<file path="config.mk">
export PLATFORM = sky130hd
export DESIGN_NAME = sas_sequencer
export DESIGN_NICKNAME = d
export VERILOG_FILES = /design/src/sas_pkg.sv /design/src/sas_sequencer.sv
export VERILOG_INCLUDE_DIRS = /design/src
export SDC_FILE = /design/constraint.sdc
export NUM_CORES = 1
export LEC_CHECK = 0
export ABC_AREA = 1
export BUFFER_PORTS_ARGS = -buffer_cell sky130_fd_sc_hd__buf_2
export CAP_MARGIN = 40
export CORE_ASPECT_RATIO = 1.4
export CORE_UTILIZATION = 53
export CTS_CLUSTER_SIZE = 40
export DETAILED_ROUTE_END_ITERATION = 10
export PLACE_DENSITY = 0.82
export SKIP_CTS_REPAIR_TIMING = 1
export SLEW_MARGIN = 20
export SYNTH_ARGS = -nofsm -noshare
export SYNTH_HDL_FRONTEND = slang
export SYNTH_SLANG_ARGS = --single-unit
</file>
<file path="constraint.sdc">
create_clock -name ref_clk_in -period 2.47 [get_ports ref_clk_in]
set_clock_uncertainty 0.2 [all_clocks]
set_input_delay 0.1235 -clock ref_clk_in [delete_from_list [all_inputs] [get_ports ref_clk_in]]
set_output_delay 0.1235 -clock ref_clk_in [all_outputs]
set_load 0.05 [all_outputs]
</file>
<file path="src/sas_map.svh">
/*
 * Register offsets, field positions, reset values and converter cycle counts
 * of the converter sequencer. Assumes byte addresses on a 32-bit Wishbone bus.
 */
`ifndef SAS_MAP_SVH
`define SAS_MAP_SVH

// ****************************************
// Register offsets
// ****************************************
`define SAS_OFF_MUX 8'h00
`define SAS_OFF_CTRLA 8'h04
`define SAS_OFF_CTRLB 8'h08
`define SAS_OFF_RESL 8'h0c
`define SAS_OFF_RESH 8'h10
`define SAS_OFF_PWR 8'h14

// ****************************************
// Field positions
// ****************************************
`define SAS_MUX_REF_HI 7
`define SAS_MUX_REF_LO 6
`define SAS_MUX_LADJ 5
`define SAS_MUX_CHAN_HI 3
`define SAS_A_EN 7
`define SAS_A_START 6
`define SAS_A_AUTO 5
`define SAS_A_FLAG 4
`define SAS_A_IE 3
`define SAS_A_PS_HI 2
`define SAS_B_SRC_HI 2
`define SAS_PWR_RED 0

// ****************************************
// Reset values
// ****************************************
`define SAS_RST_PWR 1'b0

// ****************************************
// Converter clock counts (counted in completed converter cycles) and the free-running trigger source
// ****************************************
`define SAS_NORMAL_DONE 5'h0c
`define SAS_FIRST_DONE 5'h18
`define SAS_AUTO_DONE 5'h0d
`define SAS_NORMAL_SAMPLE 5'h01
`define SAS_FIRST_SAMPLE 5'h0d
`define SAS_AUTO_SAMPLE 5'h01
`define SAS_FREE_RUN_SRC 3'h0

`endif

</file>
<file path="src/sas_pkg.sv">
/*
 * Types of the converter sequencer: state enum and the packed state record.
 * Assumes sas_map.svh supplies all numeric constants.
 */
package sas_pkg;

    typedef enum logic {SAS_IDLE, SAS_CONV} sas_phase_t;

    typedef struct packed {
        logic ack;
        logic [31:0] dat;
        logic [1:0] ref_sel;
        logic ladj;
        logic [3:0] chan_sel;
        logic en;
        logic start;
        logic auto_en;
        logic flag;
        logic ie;
        logic [2:0] ps;
        logic [2:0] src;
        logic pwr_red;
        logic [1:0] work_ref;
        logic [3:0] work_chan;
        logic [9:0] result;
        logic lock;
        logic first;
        sas_phase_t phase;
        logic is_auto;
        logic [4:0] cnt;
        logic [6:0] pre;
        logic pend;
        logic [7:0] trig_prev;
        logic [9:0] data_s1;
        logic [9:0] data_s2;
        logic sample;
    } sas_state_t;

endpackage : sas_pkg

</file>
<file path="src/sas_sequencer.sv">
/*
 * Control and sequencing logic of a 10-bit successive-approximation converter
 * with a classic Wishbone register slave. Assumes the analog side presents a
 * settled code on conv_data_in before completion, and trigger inputs come
 * from logic on ref_clk_in.
 */
`timescale 1ns/100ps
`include "sas_map.svh"

// How it works
// 10-bit result, right or left justified
// Low-byte read locks results until high read
// Flag still set when locked result dropped
// Start bit reads one while converting
// Channel change applies after current conversion
// Trigger edge resets prescaler, starts conversion
// Edges during conversion ignored, no level restart
// Software clears trigger flag for next event
// Own done flag restarts immediately, always
// Software starts first free-running conversion
// Start bit works with auto-trigger on
// Prescaler divides, held reset while disabled
// Software start waits for converter clock edge
// 13 cycles normal, 25 first after enable
// Sample at 1.5, or 13.5 first
// Completion writes result, flag, clears start except when free running
// Auto sample at 2, done at 13.5
// Selections effective only when enabled, else unpowered
// Eight channels, ground or bandgap selectable
// Code zero ground, max reference minus LSB
// Power reduction bit must be cleared
// Working selection copied when idle, last cycle
// Three-bit divider, ratios two to 128
module sas_sequencer (
    input wire logic ref_clk_in, // 100 MHz clock
    input wire logic rstn_in, // Async reset, active low
    input wire logic wb_cyc_in, // Bus cycle
    input wire logic wb_stb_in, // Strobe
    input wire logic wb_we_in, // Write enable
    input wire logic [7:0] wb_adr_in, // Byte address
    input wire logic [3:0] wb_sel_in, // Byte selects
    input wire logic [31:0] wb_dat_in, // Write data
    output logic [31:0] wb_dat_out, // Read data
    output logic wb_ack_out, // Acknowledge
    input wire logic [7:0] trig_in, // Trigger sources
    input wire logic [9:0] conv_data_in, // Code from analog core
    output logic analog_on_out, // Analog power enable
    output logic [3:0] chan_sel_out, // Working channel select
    output logic [1:0] ref_sel_out, // Working reference select
    output logic sample_out, // Sample-and-hold pulse
    output logic conv_active_out, // Conversion running
    output logic done_irq_out // Completion interrupt request
);

    // ****************************************
    // Helpers
    // ****************************************
    // Ratios 2,2,4..128; divider minus one
    function automatic logic [6:0] sas_div_m1(input logic [2:0] ps);
        logic [7:0] d;
        d = 8'h01 << ps;
        if (ps == 3'h0)
        begin
            d = 8'h02;
        end
        return 7'(d - 8'h01);
    endfunction : sas_div_m1

    function automatic logic [7:0] sas_read(input sas_pkg::sas_state_t s, input logic [7:0] adr);
        logic [15:0] j;
        j = s.ladj ? {s.result, 6'h00} : {6'h00, s.result};
        case (adr)
            `SAS_OFF_MUX: return {s.ref_sel, s.ladj, 1'b0, s.chan_sel};
            `SAS_OFF_CTRLA: return {s.en, s.start, s.auto_en, s.flag, s.ie, s.ps};
            `SAS_OFF_CTRLB: return {5'h00, s.src};
            `SAS_OFF_RESL: return j[7:0];
            `SAS_OFF_RESH: return j[15:8];
            `SAS_OFF_PWR: return {7'h00, s.pwr_red};
            default: return 8'h00;
        endcase
    endfunction : sas_read

    // ****************************************
    // State
    // ****************************************
    sas_pkg::sas_state_t st_reg;
    sas_pkg::sas_state_t st_next;

    logic req;
    logic wr;
    logic rd;
    logic [6:0] m1;
    logic tick;
    logic half;
    logic en_eff;
    logic trig_edge;
    logic sw_start;
    logic [4:0] done_cnt;
    logic done;
    logic free_run;

    always_comb
    begin
        st_next = st_reg;
        req = wb_cyc_in && wb_stb_in && !st_reg.ack;
        wr = req && wb_we_in && wb_sel_in[0];
        rd = req && !wb_we_in;
        m1 = sas_div_m1(st_reg.ps);
        tick = (st_reg.pre == m1);
        half = (st_reg.pre == (m1 >> 1));
        en_eff = st_reg.en && !st_reg.pwr_red;
        free_run = st_reg.auto_en && (st_reg.src == `SAS_FREE_RUN_SRC);
        trig_edge = 1'b0;
        sw_start = 1'b0;
        done = 1'b0;
        done_cnt = `SAS_NORMAL_DONE;

        // Bus slave, one wait state, unmapped reads give zero
        st_next.ack = req;
        st_next.sample = 1'b0;
        if (req)
        begin
            st_next.dat = {24'h000000, sas_read(st_reg, wb_adr_in)};
        end
        if (rd && wb_adr_in == `SAS_OFF_RESL)
        begin
            st_next.lock = 1'b1;
        end
        if (rd && wb_adr_in == `SAS_OFF_RESH)
        begin
            st_next.lock = 1'b0;
        end
        if (wr)
        begin
            case (wb_adr_in)
                `SAS_OFF_MUX:
                begin
                    st_next.ref_sel = wb_dat_in[`SAS_MUX_REF_HI:`SAS_MUX_REF_LO];
                    st_next.ladj = wb_dat_in[`SAS_MUX_LADJ];
                    st_next.chan_sel = wb_dat_in[`SAS_MUX_CHAN_HI:0];
                end
                `SAS_OFF_CTRLA:
                begin
                    st_next.en = wb_dat_in[`SAS_A_EN];
                    st_next.auto_en = wb_dat_in[`SAS_A_AUTO];
                    st_next.ie = wb_dat_in[`SAS_A_IE];
                    st_next.ps = wb_dat_in[`SAS_A_PS_HI:0];
                    sw_start = wb_dat_in[`SAS_A_START];
                    if (wb_dat_in[`SAS_A_FLAG])
                    begin
                        st_next.flag = 1'b0;
                    end
                end
                `SAS_OFF_CTRLB:
                begin
                    st_next.src = wb_dat_in[`SAS_B_SRC_HI:0];
                end
                `SAS_OFF_PWR:
                begin
                    st_next.pwr_red = wb_dat_in[`SAS_PWR_RED];
                end
                default:
                begin
                    st_next.pwr_red = st_reg.pwr_red;
                end
            endcase
        end

        // Prescaler, free counting while enabled
        st_next.pre = tick ? 7'h00 : 7'(st_reg.pre + 7'h01);
        st_next.trig_prev = trig_in;
        st_next.data_s1 = conv_data_in;
        st_next.data_s2 = st_reg.data_s1;

        // Edge on the chosen source; source zero is the own done flag
        if (st_reg.auto_en && st_reg.src != `SAS_FREE_RUN_SRC)
        begin
            trig_edge = trig_in[st_reg.src] && !st_reg.trig_prev[st_reg.src];
        end

        if (sw_start && en_eff)
        begin
            st_next.pend = 1'b1;
            st_next.start = 1'b1;
        end

        case (st_reg.phase)
            sas_pkg::SAS_IDLE:
            begin
                // working selection follows software while idle
                st_next.work_ref = st_reg.ref_sel;
                st_next.work_chan = st_reg.chan_sel;
                if (trig_edge && en_eff)
                begin
                    st_next.pre = 7'h00;
                    st_next.phase = sas_pkg::SAS_CONV;
                    st_next.is_auto = 1'b1;
                    st_next.cnt = 5'h00;
                    st_next.start = 1'b1;
                    st_next.pend = 1'b0;
                end
                else if (st_reg.pend && tick)
                begin
                    st_next.phase = sas_pkg::SAS_CONV;
                    st_next.is_auto = 1'b0;
                    st_next.cnt = 5'h00;
                    st_next.pend = 1'b0;
                end
            end
            sas_pkg::SAS_CONV:
            begin
                // Selection frozen here so sampling sees one channel R05
                if (st_reg.first)
                begin
                    done_cnt = `SAS_FIRST_DONE;
                end
                else if (st_reg.is_auto)
                begin
                    done_cnt = `SAS_AUTO_DONE;
                end
                if (st_reg.cnt == done_cnt)
                begin
                    st_next.work_ref = st_reg.ref_sel;
                    st_next.work_chan = st_reg.chan_sel;
                end
                if (tick)
                begin
                    st_next.cnt = 5'(st_reg.cnt + 5'h01);
                end
                if (st_reg.first)
                begin
                    st_next.sample = half && st_reg.cnt == `SAS_FIRST_SAMPLE;
                    done = tick && st_reg.cnt == `SAS_FIRST_DONE;
                end
                else if (st_reg.is_auto)
                begin
                    st_next.sample = tick && st_reg.cnt == `SAS_AUTO_SAMPLE;
                    done = half && st_reg.cnt == `SAS_AUTO_DONE;
                end
                else
                begin
                    st_next.sample = half && st_reg.cnt == `SAS_NORMAL_SAMPLE;
                    done = tick && st_reg.cnt == `SAS_NORMAL_DONE;
                end
                if (done)
                begin
                    st_next.first = 1'b0;
                    st_next.flag = 1'b1;
                    if (!st_reg.lock)
                    begin
                        st_next.result = st_reg.data_s2;
                    end
                    if (free_run)
                    begin
                        // restart without waiting on the flag
                        st_next.cnt = 5'h00;
                        st_next.is_auto = 1'b0;
                        st_next.start = 1'b1;
                    end
                    else
                    begin
                        // a trigger still high does not restart
                        st_next.phase = sas_pkg::SAS_IDLE;
                        st_next.start = st_reg.pend || (sw_start && en_eff);
                    end
                end
            end
            default:
            begin
                st_next.phase = sas_pkg::SAS_IDLE;
            end
        endcase

        // Disabled: prescaler and sequencing held in reset
        if (!en_eff)
        begin
            st_next.pre = 7'h00;
            st_next.phase = sas_pkg::SAS_IDLE;
            st_next.start = 1'b0;
            st_next.pend = 1'b0;
            st_next.first = 1'b1;
            st_next.sample = 1'b0;
            st_next.work_ref = st_reg.ref_sel;
            st_next.work_chan = st_reg.chan_sel;
        end
    end

    always_ff @(posedge ref_clk_in or negedge rstn_in)
    begin
        if (!rstn_in)
        begin
            st_reg <= '{
                ack: 1'b0,
                dat: 32'h00000000,
                ref_sel: 2'h0,
                ladj: 1'b0,
                chan_sel: 4'h0,
                en: 1'b0,
                start: 1'b0,
                auto_en: 1'b0,
                flag: 1'b0,
                ie: 1'b0,
                ps: 3'h0,
                src: 3'h0,
                pwr_red: `SAS_RST_PWR,
                work_ref: 2'h0,
                work_chan: 4'h0,
                result: 10'h000,
                lock: 1'b0,
                first: 1'b1,
                phase: sas_pkg::SAS_IDLE,
                is_auto: 1'b0,
                cnt: 5'h00,
                pre: 7'h00,
                pend: 1'b0,
                trig_prev: 8'h00,
                data_s1: 10'h000,
                data_s2: 10'h000,
                sample: 1'b0
            };
        end
        else
        begin
            st_reg <= st_next;
        end
    end

    // ****************************************
    // Outputs
    // ****************************************
    // Analog side sees selections only while powered
    assign analog_on_out = st_reg.en && !st_reg.pwr_red;
    assign chan_sel_out = analog_on_out ? st_reg.work_chan : 4'h0;
    assign ref_sel_out = analog_on_out ? st_reg.work_ref : 2'h0;
    assign sample_out = st_reg.sample;
    assign conv_active_out = (st_reg.phase == sas_pkg::SAS_CONV);
    assign done_irq_out = st_reg.flag && st_reg.ie;
    assign wb_dat_out = st_reg.dat;
    assign wb_ack_out = st_reg.ack;

endmodule : sas_sequencer

</file>
==> flow_summary.yaml, run 1 <==
critical_path:
  required_ns: 2.50
  critPathMaxStageDelay_ns: 0.42
  crit_fanout: 7
  cp_common_cell: "nand2_1"
  end_kind: "register"
  critPathKind: "reg2reg"
  cp_data_arrival_time_ns: 2.47
  crit_chain: "inv_2, nand2_2, ha_4, inv_2, nand2_1, nand3_1, nor2_1, nand2_1, nor2_4, nand4_2, nand2_4, nand2_8, nor2_8, nand2_4, nand2_1, nand2_1"
  start_kind: "register"
  slowest_stage: "dfrtp_1"
  reg2reg_slack_ns: 0.03
final_layout:
  layout.nets: 704
  largest_reg_flops: 68
  area_growth_pct: 23.56
  stdcell_count: 738
  drive_gt1_share_pct: 21.38
  fillers: 630
  final_cell_area_sq_mm: 0.005499
  utilization_pct: 67.48
  diodes: 0
clocking:
  tritoncts: "done"
  clk_path_buf_depth: 2
  root_buffer: "clkbuf_16"
  clk_pin_slew_ns: 0.06
  clock_sinks: 89
  htreeDepth: 3
  insertion_delay_ns: 0.35
  numCtsBuffers: 9
placed_design:
  dpl-instance-area_sq_mm: 0.004792
  place_inst: 689
  place_hpwl_um: 7149
  place_congestion: 0.9780
  port_buffers: 57
grt:
  first_global_vias: 3544
  antenna_found_initial: 0
  grt_pass1_wl_um: 15880
  gr-total-overflow: 0
  grt_max_degree: 43
  track_usage_pct: 23.41
floorplanning:
  fp-row-count: 39
  core_area_sq_mm: 0.008149
  die_area_sq_mm: 0.008773
  io_pins: 110
  fp.dieW_um: 79.45
  die_h_um: 110.4
  floorplan.initialDensity_pct: 54.61
timing:
  slew_violations: 0
  tightest_slew_ns: 0.5492
  setup_viol: 0
  relSlewSlack_pct: 63.39
  timing.final.crit_share_pct: 98.77
  min_period_ns: 2.440
  rsz0062_at_grt: "true"
  hold_viol: 1
  hold_slack_ns: -0.001877
  fmax_ghz: 0.4099
  setup_tns_ns: 0
logic_synthesis:
  synth_seq_cells: 89
  yosysTopAreaCell: "dfrtp_1"
  synth_common_cells: "140 x nand2_1, 88 x dfrtp_1, 59 x inv_1, 42 x nand3_1, 38 x o21ai_0"
  synth_edf_count: 0
  avgSynthCellArea_sq_um: 8.397
  synthTopCellsByArea: "dfrtp_1 49%, nand2_1 12%, buf_4 5.4%"
  post-synth-top-count-cell: "nand2_1"
  ys_types: 42
  synth_ff_type: "dfrtp_1"
  syn_inst: 530
  synth_top_cell_area_share_pct: 49.48
  syn_area_sq_mm: 0.004451
  ys_seq_area_share_pct: 50.07
  synth_warnings: 0
  async_flop_share_pct: 100.0
hold_path:
  min_path_type: "in2reg"
power:
  p_per_area_mw_per_mm2: 747.5
  seqPwrFrac_pct: 43.3
  power_switching_mw: 1.348
  power_mw: 4.111
  combPwrFrac_pct: 23.2
  p_clk_share_pct: 33.6
  p_int_mw: 2.762
  netSwitchingFraction_pct: 32.80
  peakVddDrop_mv: 0.5272
  p_leak_nw: 2.878
run_status:
  status: "finished with violations"
  violations: "negative hold slack"
route:
  wirelength_um: 10090
  ant_nets: 0
  route.detailed.drc: 0
  drt_first_iter_violations: 309
  vias: 3825
  first_pass_iters: 5
  viasPerCell: 5.183
  routedWlPerCell_um: 13.67
flow_run:
  maxCapViolCount: 0
[stage by stage]
| step | setup slack (ns) | hold WS, ns |
|---|---|---|
| after floorplan | 0.2456 | -0.3721 |
| after global placement | 0.1160 | -0.07588 |
| after detailed placement | 0.03118 | -0.06724 |
| after CTS | 0.01416 | -0.4356 |
| after global routing | -0.09303 | 0.02466 |
| final | 0.03029 | -0.001877 |
[critical path: cells and delay by family (launching register included)]
kind          cells  cell delay (ns)
fa+ha+maj         1             0.29
buf+inv           2             0.13
flops             1             0.42
simple gates     13             1.28
[per-layer routing]
layer / vias up / GRT usage (%) / share of wire [%]
li1: 1849 / - / -
met1: 1813 / 29.20 / 39
met2: 137 / 38.46 / 53
met3: 26 / 4.298 / 4.9
met4: 0 / 11.27 / 2.8
met5: - / 0 / 0
[layout by cell type, fill, tap and decap left out, types with 3 or more instances in the layout]
cell type      instances
nand2_1              137
dfrtp_1               88
inv_1                 56
buf_2                 56
nand3_1               39
o21ai_0               38
nor2_1                33
dlygate4sd3_1         29
conb_1                24
buf_4                 20
a21oi_1               10
inv_2                  9
clkbuf_16              9
xor2_1                 8
nand2_2                6
nand3_2                6
nor3_1                 5
o21ai_1                5
nand4_1                5
nor2_2                 4
nand2_4                4
o22ai_1                4
ha_1                   4
nor2_4                 3
[power by group through the flow]
stage | logic [mW] | clock network (mW) | registers, mW
floorplan | 0.723 | 0 | 1.76
global placement | 0.851 | 0 | 1.79
detailed placement | 0.883 | 0 | 1.80
CTS | 0.888 | 1.39 | 1.77
global route | 1.07 | 1.45 | 1.80
finish | 0.952 | 1.38 | 1.78
[cell families after synthesis]
kind of cell	synth area share [%]
AO/OA/AOI/OAI	8.462
XOR/XNOR	1.771
adder cells (fa/ha/maj)	1.406
buffers and inverters	12.12
flip-flops	50.07
multiplexers	0.5060
other	0.08426
AND/OR/NAND/NOR	25.58
[cell type report]
class	count	area, sq um	share of cell area [%]
Sequential cell	89	2228	40.52
Multi-Input combinational cell	360	1853	33.70
Timing Repair Buffer	107	743.2	13.52
Inverter	65	244.0	4.437
Clock buffer	10	239.0	4.346
Tap cell	102	127.6	2.321
Clock inverter	5	63.81	1.160
[final timing paths]
path	cells past startpoint	end	from
worst min-delay path	5	wb_dat_out[4]	wb_cyc_in
min in group asynchronous	2	st_reg[35]	rstn_in
worst min register to register	0	st_reg[1]	st_next[1]
worst max register to register	16	st_reg[48]	st_reg[67]
max in group asynchronous	3	st_reg[44]	rstn_in
worst max-delay path	16	st_reg[48]	st_reg[67]
Power figures use the tool's default switching activity.
==> inputs of run 2 (changes only) <==
--- a/config.mk
+++ b/config.mk
@@ -13,6 +13,7 @@
 export CORE_UTILIZATION = 53
 export CTS_CLUSTER_SIZE = 40
 export DETAILED_ROUTE_END_ITERATION = 10
+export MAX_ROUTING_LAYER = met4
 export PLACE_DENSITY = 0.82
 export SKIP_CTS_REPAIR_TIMING = 1
 export SLEW_MARGIN = 20
==> flow_summary.yaml, run 2 (synthesis results as in run 1) <==
timing:
  tightest_slew_ns: 0.5143
  rsz0062_at_grt: "true"
  hold_slack_ns: -0.01959
  setup_viol: 0
  hold_viol: 1
  fmax_ghz: 0.4161
  min_period_ns: 2.403
  layout_setup_ws_ns: 0.06652
  relSlewSlack_pct: 65.45
  timing.final.crit_share_pct: 97.31
  slew_violations: 0
  setup_tns_ns: 0
route:
  drt_first_iter_violations: 223
  first_pass_iters: 4
  highest_layer: "met4"
  wl_met3_um: 349
  routedWlPerCell_um: 13.50
  wirelength_um: 9946
  route.detailed.drc: 0
  viasPerCell: 5.117
  wl_met1_um: 4090
  vias: 3771
  ant_nets: 0
  dr_wl_met2_um: 5157
placed_design:
  place_hpwl_um: 7030
  post-place-ws_ns: 0.06687
  place_inst: 689
  port_buffers: 57
  place_congestion: 0.9903
power:
  power_mw: 4.118
  p_per_area_mw_per_mm2: 752.2
  peakVddDrop_mv: 0.5879
  p_leak_nw: 2.875
grt:
  grt_max_degree: 66
  gr-total-overflow: 0
  grt_pass1_wl_um: 15590
  antenna_found_initial: 0
  track_usage_pct: 23.88
  first_global_vias: 3474
critical_path:
  critPathMaxStageDelay_ns: 0.38
  crit_fanout: 8
  crit_buf_inv: 2
  cp_common_cell: "nand2_1"
  cp_data_arrival_time_ns: 2.43
  crit_chain: "inv_2, nand3_2, ha_4, inv_2, nand2_1, nand3_1, nor2_1, nand2_1, nor2_4, nand4_2, nand2_2, nand2_4, nor2_8, nand2_4, nand2_2, nand2_1"
  crit_family: "simple AND/OR/NAND/NOR gates"
  timing.rr.start: "st_reg[68]"
  slowest_stage: "dfrtp_1"
  crit_start: "st_reg[68]"
  start_kind: "register"
  reg2reg_slack_ns: 0.07
  worst-r2r-cell-count: 16
  required_ns: 2.49
  end_kind: "register"
  rr_endpoint: "st_reg[46]"
  critPathKind: "reg2reg"
final_layout:
  layout.nets: 702
  drive_gt1_share_pct: 21.57
  largest_reg_flops: 68
  layout_commonest_cell: "nand2_1"
  stdcell_count: 737
  fillers: 644
  seqCellArea_sq_mm: 0.002228
  diodes: 0
  multi_input_area_sq_mm: 0.001815
  area_growth_pct: 23.03
  most-common-layout-cells: "138 x nand2_1, 88 x dfrtp_1, 56 x inv_1, 56 x buf_2, 39 x nand3_1"
hold_path:
  min-delay-start: "wb_stb_in"
  hold_end: "wb_ack_out"
  min_path_type: "in2reg"
  min_path_cells: 4
flow_run:
  maxCapViolCount: 0
floorplanning:
  floorplan.initialDensity_pct: 54.61
  io_pins: 110
  die_h_um: 110.4
  fp.dieW_um: 79.45
  core_area_sq_mm: 0.008149
  fp-row-count: 39
  die_area_sq_mm: 0.008773
clocking:
  numCtsBuffers: 9
  htreeDepth: 3
  tritoncts: "done"
  insertion_delay_ns: 0.34
  root_buffer: "clkbuf_16"
  clock_sinks: 89
  clk_path_buf_depth: 2
  clk_pin_slew_ns: 0.07
run_status:
  violations: "negative hold slack"
  status: "finished with violations"
run 2: changes by cell type in the layout (fill, tap and decap cells not counted), sizes merged:
| cell | change |
|---|---|
| dlygate4sd3 | -2 |
| inv | +2 |
| buf | +1 |
| clkbuf | -1 |
| clkinv | -1 |
| clkinvlp | +1 |
| nor2 | -1 |
run 2: power by group:
group / switching (mW) / total (mW) / internal, mW
Sequential: 0.172 / 1.78 / 1.61
Clock: 0.596 / 1.40 / 0.806
Combinational: 0.602 / 0.936 / 0.334
Total: 1.37 / 4.12 / 2.75
run 2: layout make-up:
class | count | share of cell area, %
tap | 102 | 2.331
inverter | 65 | 4.456
sequential | 89 | 40.70
timing repair buffer | 106 | 13.64
clock buffer | 9 | 4.113
clock inverter | 7 | 1.600
multi-input combinational | 359 | 33.16
run 2: worst max path at each step:
| stage | end | slack (ns) | depth (start not counted) |
|---|---|---|---|
| floorplan | chan_sel_out[0] | 0.25 | 3 |
| finish | st_reg[46] | 0.07 | 16 |
| detailed placement | st_reg[46] | 0.07 | 16 |
| CTS | st_reg[46] | 0.01 | 16 |
| global placement | st_reg[55] | 0.12 | 16 |
| global route | st_reg[46] | -0.08 | 16 |
run 2: stage by stage:
step | cell area [sq um] | utilization, %
floorplan | 4537 | -
global placement | 4805 | 58.96
detailed placement | 4805 | 58.96
CTS | 5117 | 62.80
global route | 5475 | 67.19
finish | 5475 | 67.19
run 2: worst register-to-register path: stages (launching register included):
cell and delay, ns:
dfrtp_1 0.38, inv_2 0.09, nand3_2 0.09, ha_4 0.29, inv_2 0.03, nand2_1 0.05, nand3_1 0.07, nor2_1 0.10
nand2_1 0.08, nor2_4 0.12, nand4_2 0.09, nand2_2 0.12, nand2_4 0.09, nor2_8 0.22, nand2_4 0.10, nand2_2 0.10
nand2_1 0.06
run 2: metal layers:
metal,vias to the layer above,GRT usage [%]
met1,1781,27.98
met2,117,38.06
met3,29,3.306
met5,-,-
li1,1844,-
met4,0,14.91
